File: config.mk
export PLATFORM = sky130hd
export DESIGN_NAME = serial_status_flag_logic
export DESIGN_NICKNAME = d
export VERILOG_FILES = /design/src/hw/serial_status_flag_logic.v
export VERILOG_INCLUDE_DIRS = /design/src /design/src/hw
export SDC_FILE = /design/constraint.sdc
export NUM_CORES = 1
export LEC_CHECK = 0
export BUFFER_PORTS_ARGS = -buffer_cell sky130_fd_sc_hd__buf_2
export CORE_MARGIN = 8
export CORE_UTILIZATION = 52
export DETAILED_ROUTE_END_ITERATION = 10
export GPL_TIMING_DRIVEN = 0
export HOLD_SLACK_MARGIN = 0.06
export PLACE_DENSITY_LB_ADDON = 0.05
export SYNTH_ARGS = -nofsm -noshare
export SYNTH_HDL_FRONTEND = slang
export SYNTH_SLANG_ARGS = --single-unit
export TNS_END_PERCENT = 100
File: constraint.sdc
create_clock -name aclk -period 2.1 [get_ports aclk]
set_input_delay 0.105 -clock aclk [delete_from_list [all_inputs] [get_ports aclk]]
set_output_delay 0.105 -clock aclk [all_outputs]
set_load 0.005 [all_outputs]
File: src/hw/serial_flags_defines.vh
// Constants for the serial status flag block: register map, field
// positions, reset values and bus response codes.
// Assumes inclusion by bare name from the design file.
`ifndef SERIAL_FLAGS_DEFINES_VH
`define SERIAL_FLAGS_DEFINES_VH

// ****************************************
// Register byte addresses
// ****************************************
`define ADDR_FLAGS      5'h00
`define ADDR_CONTROL    5'h04
`define ADDR_MODE       5'h08
`define ADDR_TX_HOLD    5'h0c
`define ADDR_RX_HOLD    5'h10

// ****************************************
// serial_flags bit positions
// ****************************************
`define BIT_TX_EMPTY    7
`define BIT_RX_FULL     6
`define BIT_OVERRUN     5
`define BIT_FRAMING     4
`define BIT_PARITY      3
`define BIT_TX_DONE     2
`define BIT_RX_MP       1
`define BIT_TX_MP       0

// ****************************************
// Control and mode bit positions
// ****************************************
`define BIT_RX_ENABLE   0
`define BIT_TX_ENABLE   1
`define BIT_SYNC_MODE   0
`define BIT_PARITY_EN   1
`define BIT_PARITY_ODD  2
`define BIT_TWO_STOP    3
`define BIT_MP_FORMAT   4

// ****************************************
// Reset values and bus codes
// ****************************************
`define FLAGS_RESET     8'h84
`define CONTROL_RESET   2'h0
`define MODE_RESET      5'h00
`define BYTE_RESET      8'h00
`define RESP_OKAY       2'h0
`define RESP_SLVERR     2'h2

`endif

File: src/hw/serial_status_flag_logic.v
// Status flags, holding registers and AXI4-Lite access of a serial channel.
// Assumes a shifter on the same clock that reports character events as
// one-cycle pulses, and a dma controller on the same clock.
`include "serial_flags_defines.vh"

// Overview of operation
// RULE1: Clearing rx_enable keeps overrun_flag
// RULE2: Overrun keeps old byte, drops new
// RULE3: Overrun halts receive; sync also transmit
// RULE4: Async stop bit zero sets framing_flag
// RULE5: Only first stop bit is checked
// RULE6: Framing error loads byte, no rx_full
// RULE7: Framing error halts receive; sync also transmit
// RULE8: Framing flag cleared by read-one, write-zero
// RULE9: Reset or standby clears errors, sets tx_done
// RULE10: Clearing rx_enable keeps framing, parity flags
// RULE11: Parity mismatch sets parity_flag when enabled
// RULE12: Parity error loads byte, no rx_full
// RULE13: Parity error halts receive; sync also transmit
// RULE14: Parity flag cleared by read-one, write-zero
// RULE15: Last bit with tx_empty sets tx_done
// RULE16: Clearing tx_enable sets tx_done at once
// RULE17: tx_empty clear or dma write clears tx_done
// RULE18: tx_done bit is read-only; CPU writes to it are ignored
// RULE19: Async mp receive captures read-only rx_mp_bit
// RULE20: rx_enable clear keeps rx_mp_bit
// RULE21: Writable tx_mp_bit, reset zero, appended
// RULE22: tx_mp_bit unused outside async mp transmit
// RULE23: Completion while rx_full sets overrun
// RULE24: Flags ignore write one; clear after read
// RULE25: Zero write without prior read ignored
module serial_status_flag_logic (
  input  wire        aclk,
  input  wire        aresetn,
  input  wire        standby,
  input  wire [4:0]  s_axi_awaddr,
  input  wire        s_axi_awvalid,
  output wire        s_axi_awready,
  input  wire [31:0] s_axi_wdata,
  input  wire [3:0]  s_axi_wstrb,
  input  wire        s_axi_wvalid,
  output wire        s_axi_wready,
  output reg  [1:0]  s_axi_bresp,
  output reg         s_axi_bvalid,
  input  wire        s_axi_bready,
  input  wire [4:0]  s_axi_araddr,
  input  wire        s_axi_arvalid,
  output wire        s_axi_arready,
  output reg  [31:0] s_axi_rdata,
  output reg  [1:0]  s_axi_rresp,
  output reg         s_axi_rvalid,
  input  wire        s_axi_rready,
  input  wire        rx_char_done,
  input  wire [7:0]  rx_char_data,
  input  wire        rx_stop_bit,
  input  wire        rx_parity_bit,
  input  wire        rx_mp_in,
  input  wire        tx_load,
  input  wire        tx_last_bit,
  input  wire        dma_tx_write,
  input  wire [7:0]  dma_tx_data,
  input  wire        dma_rx_read,
  output wire        rx_run,
  output wire        tx_run,
  output wire        tx_char_valid,
  output reg  [7:0]  tx_char_data,
  output reg         tx_mp_out,
  output wire        sync_mode,
  output wire        parity_en,
  output wire        parity_odd,
  output wire        two_stop,
  output wire        mp_format
);

  // ****************************************
  // State
  // ****************************************
  reg        tx_empty_flag;
  reg        rx_full_flag;
  reg        overrun_flag;
  reg        framing_flag;
  reg        parity_flag;
  reg        tx_done_flag;
  reg        rx_mp_bit;
  reg        tx_mp_bit;
  reg [1:0]  serial_control_reg;
  reg [4:0]  serial_mode_reg;
  reg [7:0]  rx_holding_reg;
  reg [7:0]  tx_holding_reg;
  // Flags seen as one by a read; only these may be cleared by a write
  reg [7:3]  armed;

  reg        aw_held;
  reg [4:0]  aw_addr;
  reg        w_held;
  reg [7:0]  w_data;
  reg        w_lane;

  wire       rx_enable = serial_control_reg[`BIT_RX_ENABLE];
  wire       tx_enable = serial_control_reg[`BIT_TX_ENABLE];

  assign sync_mode  = serial_mode_reg[`BIT_SYNC_MODE];
  assign parity_en  = serial_mode_reg[`BIT_PARITY_EN];
  assign parity_odd = serial_mode_reg[`BIT_PARITY_ODD];
  assign two_stop   = serial_mode_reg[`BIT_TWO_STOP];
  assign mp_format  = serial_mode_reg[`BIT_MP_FORMAT];

  wire [7:0] flags_value = {tx_empty_flag, rx_full_flag, overrun_flag, framing_flag,
                            parity_flag, tx_done_flag, rx_mp_bit, tx_mp_bit};

  // ****************************************
  // Receive and transmit gating
  // ****************************************
  wire any_error = overrun_flag | framing_flag | parity_flag;

  assign rx_run        = rx_enable & ~any_error; // RULE3 RULE7 RULE13
  assign tx_run        = tx_enable & ~(sync_mode & any_error); // RULE3 RULE7 RULE13
  assign tx_char_valid = tx_run & ~tx_empty_flag;

  // Receive events and transmit loads count only while the matching side runs; the last bit needs only tx_enable
  wire rx_event   = rx_char_done & rx_run;
  wire tx_taken   = tx_load & tx_char_valid;
  wire tx_finish  = tx_last_bit & tx_enable;
  wire async_mode = ~sync_mode;

  // Shifter reports the first stop bit only; a second is never looked at
  wire stop_bad   = async_mode & ~rx_stop_bit; // RULE4 RULE5
  wire parity_bad = async_mode & parity_en &
                    ((^{rx_char_data, rx_parity_bit}) != parity_odd); // RULE11
  wire overrun_ev = rx_event & rx_full_flag; // RULE23
  wire framing_ev = rx_event & ~rx_full_flag & stop_bad;
  wire parity_ev  = rx_event & ~rx_full_flag & parity_bad;
  wire good_ev    = rx_event & ~rx_full_flag & ~stop_bad & ~parity_bad;
  // RULE2: byte is loaded only when the holding register is free
  wire load_rx    = rx_event & ~rx_full_flag; // RULE2 RULE6 RULE12

  // ****************************************
  // AXI4-Lite write path
  // ****************************************
  assign s_axi_awready = ~aw_held & ~s_axi_bvalid;
  assign s_axi_wready  = ~w_held & ~s_axi_bvalid;

  wire do_write  = aw_held & w_held & ~s_axi_bvalid;
  wire wr_flags  = do_write & w_lane & (aw_addr == `ADDR_FLAGS);
  wire wr_ctrl   = do_write & w_lane & (aw_addr == `ADDR_CONTROL);
  wire wr_mode   = do_write & w_lane & (aw_addr == `ADDR_MODE);
  wire wr_tx     = do_write & w_lane & (aw_addr == `ADDR_TX_HOLD);
  wire wr_mapped = (aw_addr == `ADDR_FLAGS) | (aw_addr == `ADDR_CONTROL) |
                   (aw_addr == `ADDR_MODE) | (aw_addr == `ADDR_TX_HOLD) |
                   (aw_addr == `ADDR_RX_HOLD);

  // Clear only where a zero is written over a flag read as one
  wire [7:3] clr = {5{wr_flags}} & ~w_data[7:3] & armed; // RULE8 RULE14 RULE24 RULE25

  wire tx_empty_clr = clr[`BIT_TX_EMPTY];
  wire te_falling   = wr_ctrl & tx_enable & ~w_data[`BIT_TX_ENABLE];

  always @(posedge aclk) begin
    if (!aresetn) begin
      aw_held      <= 1'b0;
      aw_addr      <= 5'h00;
      w_held       <= 1'b0;
      w_data       <= `BYTE_RESET;
      w_lane       <= 1'b0;
      s_axi_bvalid <= 1'b0;
      s_axi_bresp  <= `RESP_OKAY;
    end else begin
      if (s_axi_awvalid && s_axi_awready) begin
        aw_held <= 1'b1;
        aw_addr <= {s_axi_awaddr[4:2], 2'b00};
      end
      if (s_axi_wvalid && s_axi_wready) begin
        w_held <= 1'b1;
        w_data <= s_axi_wdata[7:0];
        w_lane <= s_axi_wstrb[0];
      end
      if (do_write) begin
        aw_held      <= 1'b0;
        w_held       <= 1'b0;
        s_axi_bvalid <= 1'b1;
        s_axi_bresp  <= wr_mapped ? `RESP_OKAY : `RESP_SLVERR;
      end else if (s_axi_bvalid && s_axi_bready) begin
        s_axi_bvalid <= 1'b0;
      end
    end
  end

  // ****************************************
  // AXI4-Lite read path
  // ****************************************
  assign s_axi_arready = ~s_axi_rvalid;

  wire       rd_take  = s_axi_arvalid & s_axi_arready;
  wire [4:0] rd_addr  = {s_axi_araddr[4:2], 2'b00};
  wire       rd_flags = rd_take & (rd_addr == `ADDR_FLAGS);

  reg [31:0] next_rdata;
  reg        next_rerr;

  always @* begin
    next_rdata = 32'h0000_0000;
    next_rerr  = 1'b0;
    case (rd_addr)
      `ADDR_FLAGS:   next_rdata[7:0] = flags_value;
      `ADDR_CONTROL: next_rdata[1:0] = serial_control_reg;
      `ADDR_MODE:    next_rdata[4:0] = serial_mode_reg;
      `ADDR_TX_HOLD: next_rdata[7:0] = tx_holding_reg;
      `ADDR_RX_HOLD: next_rdata[7:0] = rx_holding_reg;
      default:       next_rerr       = 1'b1;
    endcase
  end

  always @(posedge aclk) begin
    if (!aresetn) begin
      s_axi_rvalid <= 1'b0;
      s_axi_rdata  <= 32'h0000_0000;
      s_axi_rresp  <= `RESP_OKAY;
    end else if (rd_take) begin
      s_axi_rvalid <= 1'b1;
      s_axi_rdata  <= next_rdata;
      s_axi_rresp  <= next_rerr ? `RESP_SLVERR : `RESP_OKAY;
    end else if (s_axi_rvalid && s_axi_rready) begin
      s_axi_rvalid <= 1'b0;
    end
  end

  // ****************************************
  // Read-then-write-zero arming
  // ****************************************
  // A flags write with byte lane 0 enabled disarms unless a read arms the bit in the same cycle, so a later zero needs a fresh read
  genvar i;
  generate
    for (i = `BIT_PARITY; i <= `BIT_TX_EMPTY; i = i + 1) begin : arm_bits
      always @(posedge aclk) begin
        if (!aresetn || standby) begin
          armed[i] <= 1'b0;
        end else if (rd_flags && flags_value[i]) begin
          armed[i] <= 1'b1;
        end else if (wr_flags) begin
          armed[i] <= 1'b0; // RULE25
        end
      end
    end
  endgenerate

  // ****************************************
  // Control, mode and holding registers
  // ****************************************
  always @(posedge aclk) begin
    if (!aresetn || standby) begin
      serial_control_reg <= `CONTROL_RESET;
      serial_mode_reg    <= `MODE_RESET;
      tx_holding_reg     <= `BYTE_RESET;
      rx_holding_reg     <= `BYTE_RESET;
      tx_mp_bit          <= 1'b0; // RULE21
    end else begin
      if (wr_ctrl) begin
        serial_control_reg <= w_data[1:0];
      end
      if (wr_mode) begin
        serial_mode_reg <= w_data[4:0];
      end
      // Dma write wins a same-cycle collision with a cpu write
      if (dma_tx_write) begin
        tx_holding_reg <= dma_tx_data;
      end else if (wr_tx) begin
        tx_holding_reg <= w_data;
      end
      if (load_rx) begin
        rx_holding_reg <= rx_char_data;
      end
      if (wr_flags) begin
        tx_mp_bit <= w_data[`BIT_TX_MP]; // RULE21
      end
    end
  end

  // ****************************************
  // Status flags
  // ****************************************
  // Hardware sets take priority over software clears in every flag
  always @(posedge aclk) begin
    if (!aresetn || standby) begin
      tx_empty_flag <= 1'b1; // RULE9
      rx_full_flag  <= 1'b0;
      overrun_flag  <= 1'b0;
      framing_flag  <= 1'b0; // RULE9
      parity_flag   <= 1'b0; // RULE9
      tx_done_flag  <= 1'b1; // RULE9
      rx_mp_bit     <= 1'b0;
    end else begin
      if (te_falling || tx_taken) begin
        tx_empty_flag <= 1'b1;
      end else if (tx_empty_clr || dma_tx_write) begin
        tx_empty_flag <= 1'b0;
      end

      if (good_ev) begin
        rx_full_flag <= 1'b1;
      end else if (clr[`BIT_RX_FULL] || dma_rx_read) begin
        rx_full_flag <= 1'b0;
      end

      // Clearing rx_enable has no path into these three
      if (overrun_ev) begin
        overrun_flag <= 1'b1; // RULE1 RULE23
      end else if (clr[`BIT_OVERRUN]) begin
        overrun_flag <= 1'b0; // RULE24
      end

      if (framing_ev) begin
        framing_flag <= 1'b1; // RULE4 RULE10
      end else if (clr[`BIT_FRAMING]) begin
        framing_flag <= 1'b0; // RULE8
      end

      if (parity_ev) begin
        parity_flag <= 1'b1; // RULE11 RULE10
      end else if (clr[`BIT_PARITY]) begin
        parity_flag <= 1'b0; // RULE14
      end

      // Flags write data never reaches it; control and tx_empty writes still set or clear it
      if (te_falling) begin
        tx_done_flag <= 1'b1; // RULE16 RULE18
      end else if (tx_finish && tx_empty_flag) begin
        tx_done_flag <= 1'b1; // RULE15
      end else if (tx_empty_clr || dma_tx_write) begin
        tx_done_flag <= 1'b0; // RULE17
      end

      // Captured only from accepted characters; stays put when receive stops
      if (load_rx && async_mode && mp_format) begin
        rx_mp_bit <= rx_mp_in; // RULE19 RULE20
      end
    end
  end

  // ****************************************
  // Data toward the shifter
  // ****************************************
  // Sampled into the output byte so the shifter sees a stable character
  always @(posedge aclk) begin
    if (!aresetn || standby) begin
      tx_char_data <= `BYTE_RESET;
      tx_mp_out    <= 1'b0;
    end else begin
      tx_char_data <= tx_holding_reg;
      tx_mp_out    <= tx_mp_bit & async_mode & mp_format & tx_enable; // RULE21 RULE22
    end
  end

endmodule

After elaboration in Yosys (flattened, before gate mapping). Index checks and enable logic that the tools add are counted. Widths: inputs -> output; s select.

Output and inout bits: 58. Logic and storage cells: 154. Bits in writable memories: 0. Input port bits: 78. Register bits: 73. ROM bits: 0. Latch bits: 0. Memories kept: 0.

Divide/modulo/power cells: 0. Equality and inequality tests: 9. $lt $le $gt $ge: 0. $add $sub $neg: 0. Shift-type cells: 0. Reduce and logical (&&, ||, !) cells: 36. $mul: 0. Mux-type cells: 25. Bitwise gates (word level): 55.

Operator list (count): $and 1x1->1 (32); $reduce_bool 2->1 (12); $mux 1 (18); $mux 8 (2); $not 1->1 (14); $eq 3x2->1 const B (4); $logic_and 1x1->1 (12); $pmux 3 s4 (1); $and 5x5->5 (2); $logic_not 5->1 (2); $pmux 2 s5 (1); $pmux 3 s3 (1); $reduce_xor 9->1 (1); $eq 3x1->1 const B (2); $eq 3x3->1 const B (2); $or 1x1->1 (6); $not 5->5 (1); $reduce_or 5->1 (1); $logic_or 1x1->1 (4); $mux 2 (2); $reduce_or 2->1 (2); $reduce_or 3->1 (1); $logic_not 1->1 (1); $ne 1x1->1 (1).

Depth between registers and ports, before layout.
Depth in word-level cells: 9. Gate-level depth with buffers: 6. Gate-level depth less buffers: 5.

Worst setup path before layout. OpenSTA, ideal clock, no wires.

Path type: register -> register. From: register s_axi_bvalid. To: register serial_mode_reg[0]. Cell stages (with the launch flop): 6. Path buffers: 0. Library setup time: 0.128 ns. Path slack: 0.626 ns. Data arrival time: 1.346 ns. Cells stage by stage: dfxtp_1 > and3b_1 > nand2_1 > nor3b_4 > mux2i_1 > nor2_1.

Longest elaborated chain between the ends: 4.

Ends and longest elaborated chain: start, declared (RTL line serial_status_flag_logic.v:44) `output reg s_axi_bvalid,`; start signal, assigned (RTL line serial_status_flag_logic.v:165) `s_axi_bvalid <= 1'b0;`; start signal, assigned (RTL line serial_status_flag_logic.v:180) `s_axi_bvalid <= 1'b1;`; start signal, assigned (RTL line serial_status_flag_logic.v:183) `s_axi_bvalid <= 1'b0;`; $not 1->1 (RTL line serial_status_flag_logic.v:143) `wire do_write = aw_held & w_held & ~s_axi_bvalid;`; $and 1x1->1 (RTL line serial_status_flag_logic.v:143); $and 1x1->1 (2 in a row) (RTL line serial_status_flag_logic.v:146) `` wire wr_mode = do_write & w_lane & (aw_addr == `ADDR_MODE); ``; end signal, assigned (RTL line serial_status_flag_logic.v:252) `` serial_mode_reg <= `MODE_RESET; ``; end signal, assigned (RTL line serial_status_flag_logic.v:261) `serial_mode_reg <= w_data[4:0];`; end, declared (RTL line serial_status_flag_logic.v:87) `reg [4:0] serial_mode_reg;`.

Every way passes these cells. A chain may end at the register's enable or synchronous reset.

Worst setup path in the final report.
From: input rx_char_data[4]. To: register rx_full_flag.

Longest elaborated chain between the ends: 6. Elaborated cells on any way between the ends: 7. Classes of those cells: eq/ne: 1; mux: 1; bitwise: 3; reduce/logical: 2.

Ends and longest elaborated chain: start, declared (RTL line serial_status_flag_logic.v:54) `input wire [7:0] rx_char_data,`; $reduce_xor 9->1 (*) (RTL line serial_status_flag_logic.v:129) `((^{rx_char_data, rx_parity_bit}) != parity_odd);`; $ne 1x1->1 (*) (RTL line serial_status_flag_logic.v:129); $and 1x1->1 (*) (RTL line serial_status_flag_logic.v:128) `wire parity_bad = async_mode & parity_en &`; $not 1->1 (*) (RTL line serial_status_flag_logic.v:133) `wire good_ev = rx_event & ~rx_full_flag & ~stop_bad & ~parity_bad;`; $and 1x1->1 (*) (RTL line serial_status_flag_logic.v:133); $mux 1 / $reduce_bool 2->1 (equally long branches); end signal, assigned (RTL line serial_status_flag_logic.v:285) `rx_full_flag <= 1'b0;`; end signal, assigned (RTL line serial_status_flag_logic.v:299) `rx_full_flag <= 1'b1;`; end signal, assigned (RTL line serial_status_flag_logic.v:301) `rx_full_flag <= 1'b0;`; end, declared (RTL line serial_status_flag_logic.v:79) `reg rx_full_flag;`.

Every way passes the cells marked *; elsewhere a longest branch is shown, timed or not.

==> impl_metrics.ini <==
[logic_synthesis]
synthCells = 352
async_reset_ff_frac = 0
yosysSeqAreaShare = 0.436
yosys.area.top_type = dfxtp_1
yosys.area.top_type_share = 0.436
synth_commonest_cells = dfxtp_1, mux2i_1, nor2_1, nand2_1, buf_4
synth.distinct_cells = 42
synthXorXnorAreaFrac = 0.0303
synth-seq-cells = 71
synth_flop_cell = dfxtp_1
synth_compound_area_frac = 0.150
synth_edf_count = 0
yosys-top-cells-area = dfxtp_1, mux2i_1, buf_4, nor2_1, nand2_1
syn-cell-area_um2 = 3260
yosysMostFrequentCell = dfxtp_1
yosysWarnings = 0
syn-mean-instance-area_um2 = 9.27
synth-adder-area-share = 0
synthMuxAreaShare = 0.116
synth_top_family_by_area = simple AND/OR/NAND/NOR gates
synth-simple-area-share = 0.177

[placement]
dpl_cell_area_um2 = 3830
gp_congestion = 0.835
pre_cts_slack_ns = 0.389
port_buffers = 76
dp.final_hpwl_um = 6460

[floorplanning]
die_y_um = 95.2
die_area_um2 = 9060
initial_utilization = 0.526
core_area_um2 = 6200
ios = 136
fp.dieW_um = 95.2
core.rowCount = 29

[power_and_ir_drop]
ir_drop_mv = 0.466
p_leak_nw = 1.92
power.density_nw_per_um2 = 632

[layout]
antenna_cells = 0
seq_area_um2 = 1420
multi_input_area_um2 = 1640
drive_gt1_frac = 0.260
area_growth_syn_to_layout_pct = 32.6
fillers = 535
fin_nets = 575
fin_area_um2 = 4330

[sta]
fin_skew_ns = 0.0116
min_period_over_period = 0.853
worst_slack_ns = 0.309
min_period_ns = 1.79
fmax_ghz = 0.558
tns_ns = 0
slew_violations = 0
maxSlewHeadroom = 0.583
finalSetupViolCount = 0
max_slew.worst_pin.slew_ns = 0.623
hold_viol_final = 0
grt_setup_unrepaired = no

[flow_run]
maxCapViolCount = 0

[critical_path]
cp.required_ns = 2.37
cp-start-kind = input port
worstPathArrival_ns = 2.06
path_max_fanout = 2
end_kind = flop
crit_type = in -> reg

[clock_network]
root_buffer = clkbuf_8
cts.sinks = 71
clkLatencyLatePin_ns = 0.34
cts_tree = done
clk_path_buf_depth = 2
cts_inserted_buffers = 9
htreeDepth = 3
clkTransAtPathRegs_ns = 0.07
cts_setup_buffers = 0

[global_route]
grt_max_degree = 11
antenna_found_initial = 0
grt_usage = 0.195
overflow = 0
grt_pass1_wl_um = 13900
grt_pass1_vias = 2983

[route]
viasPerCell = 5.03
dr.pass1.iters = 4
met3WireLength_um = 738
vias = 2900
wirelength_um = 8630
wl_met1_um = 3520
wl_met2_um = 4230
drtIter0Drc = 158
wire_per_inst_um = 15.0
ant_nets = 0
drc_errors = 0
highest_layer = met4

[run_status]
run_status = finished clean

[min_path]
hold_class = in -> reg
-- final cells by class --
cell class / count / area share
inverters: 9 / 0.00781
well taps: 77 / 0.0223
clock buffers: 13 / 0.0367
clock inverters: 1 / 0.00116
plain buffers: 40 / 0.0602
repair buffers: 109 / 0.164
multi-input cells: 257 / 0.379
flip-flops and latches: 71 / 0.329
-- cell families after synthesis --
kind of cell | after synthesis
mux | 37
simple gates | 112
xor+xnor | 8
flops | 71
compound gates | 74
buf+inv | 49
other cells | 1
-- cell usage in the layout, fill, tap and decap left out, types with 2 or more instances in the layout --
master,count
buf_2,77
dfxtp_1,71
dlygate4sd3_1,33
nor2_1,31
mux2i_1,31
nand2_1,30
buf_4,27
conb_1,26
o21ai_0,19
nor2b_1,16
a21oi_1,15
clkbuf_1,13
a22oi_1,13
a21boi_0,11
clkbuf_8,11
and2_1,10
inv_1,9
nand3_1,8
mux2_2,6
xnor2_1,5
nor3_1,3
nand3b_1,3
o211a_1,3
a222oi_1,3
and3_1,2
o311ai_0,2
xnor2_2,2
nand2b_1,2
o22ai_1,2
-- worst paths after layout --
check | start | end | slack, ns | depth (start not counted)
setup / recovery | rx_char_data[4] | rx_full_flag$_SDFFE_PP0P_ | 0.31 | 7
hold / removal | dma_tx_data[3] | tx_holding_reg[3]$_SDFFE_PP0P_ | 0.06 | 3
setup reg to reg | s_axi_bvalid$_SDFFE_PN0P_ | serial_mode_reg[1]$_SDFFE_PP0P_ | 0.44 | 5
hold reg to reg | w_lane$_SDFFE_PN0P_ | w_lane$_SDFFE_PN0P_ | 0.47 | 2
-- report_power, final --
part	leakage, nW	internal [mW]	total, mW	switching [mW]
sequential	0.577	1.39	1.42	0.0390
clock	0.0854	0.480	0.943	0.463
combinational	1.25	0.199	0.367	0.167
total	1.92	2.06	2.73	0.670
-- stage by stage --
| stage | hold slack, ns | util | instances | total power, mW |
|---|---|---|---|---|
| after global placement | 0.354 | 0.618 | 530 | 1.76 |
| after detailed placement | 0.360 | 0.618 | 530 | 1.77 |
| final | 0.0605 | 0.697 | 577 | 2.73 |
| after global routing | 0.0812 | 0.697 | 577 | 2.85 |
| after CTS | 0.0603 | 0.697 | 577 | 2.75 |
| after floorplan | 0.238 | - | 377 | 1.65 |
-- routing by layer --
layer	track usage	vias up
met4	0.0780	0
met2	0.335	106
li1	-	1454
met5	0	-
met3	0.0480	16
met1	0.226	1324
-- critical path, stage by stage --
cell and delay, ns:
dlygate4sd3_1 0.54, buf_2 0.13, xnor2_1 0.16, xnor3_1 0.44, xnor2_1 0.17, a311o_1 0.37
a21oi_1 0.15
-- what timing repair did --
| item | CTS | global route |
|---|---|---|
| endpoints found under the hold margin | 32 | 0 |
| gates resized for setup | 0 | 0 |
| hold buffers | 33 | 0 |
Note: power is estimated with default switching activity, not from simulation.
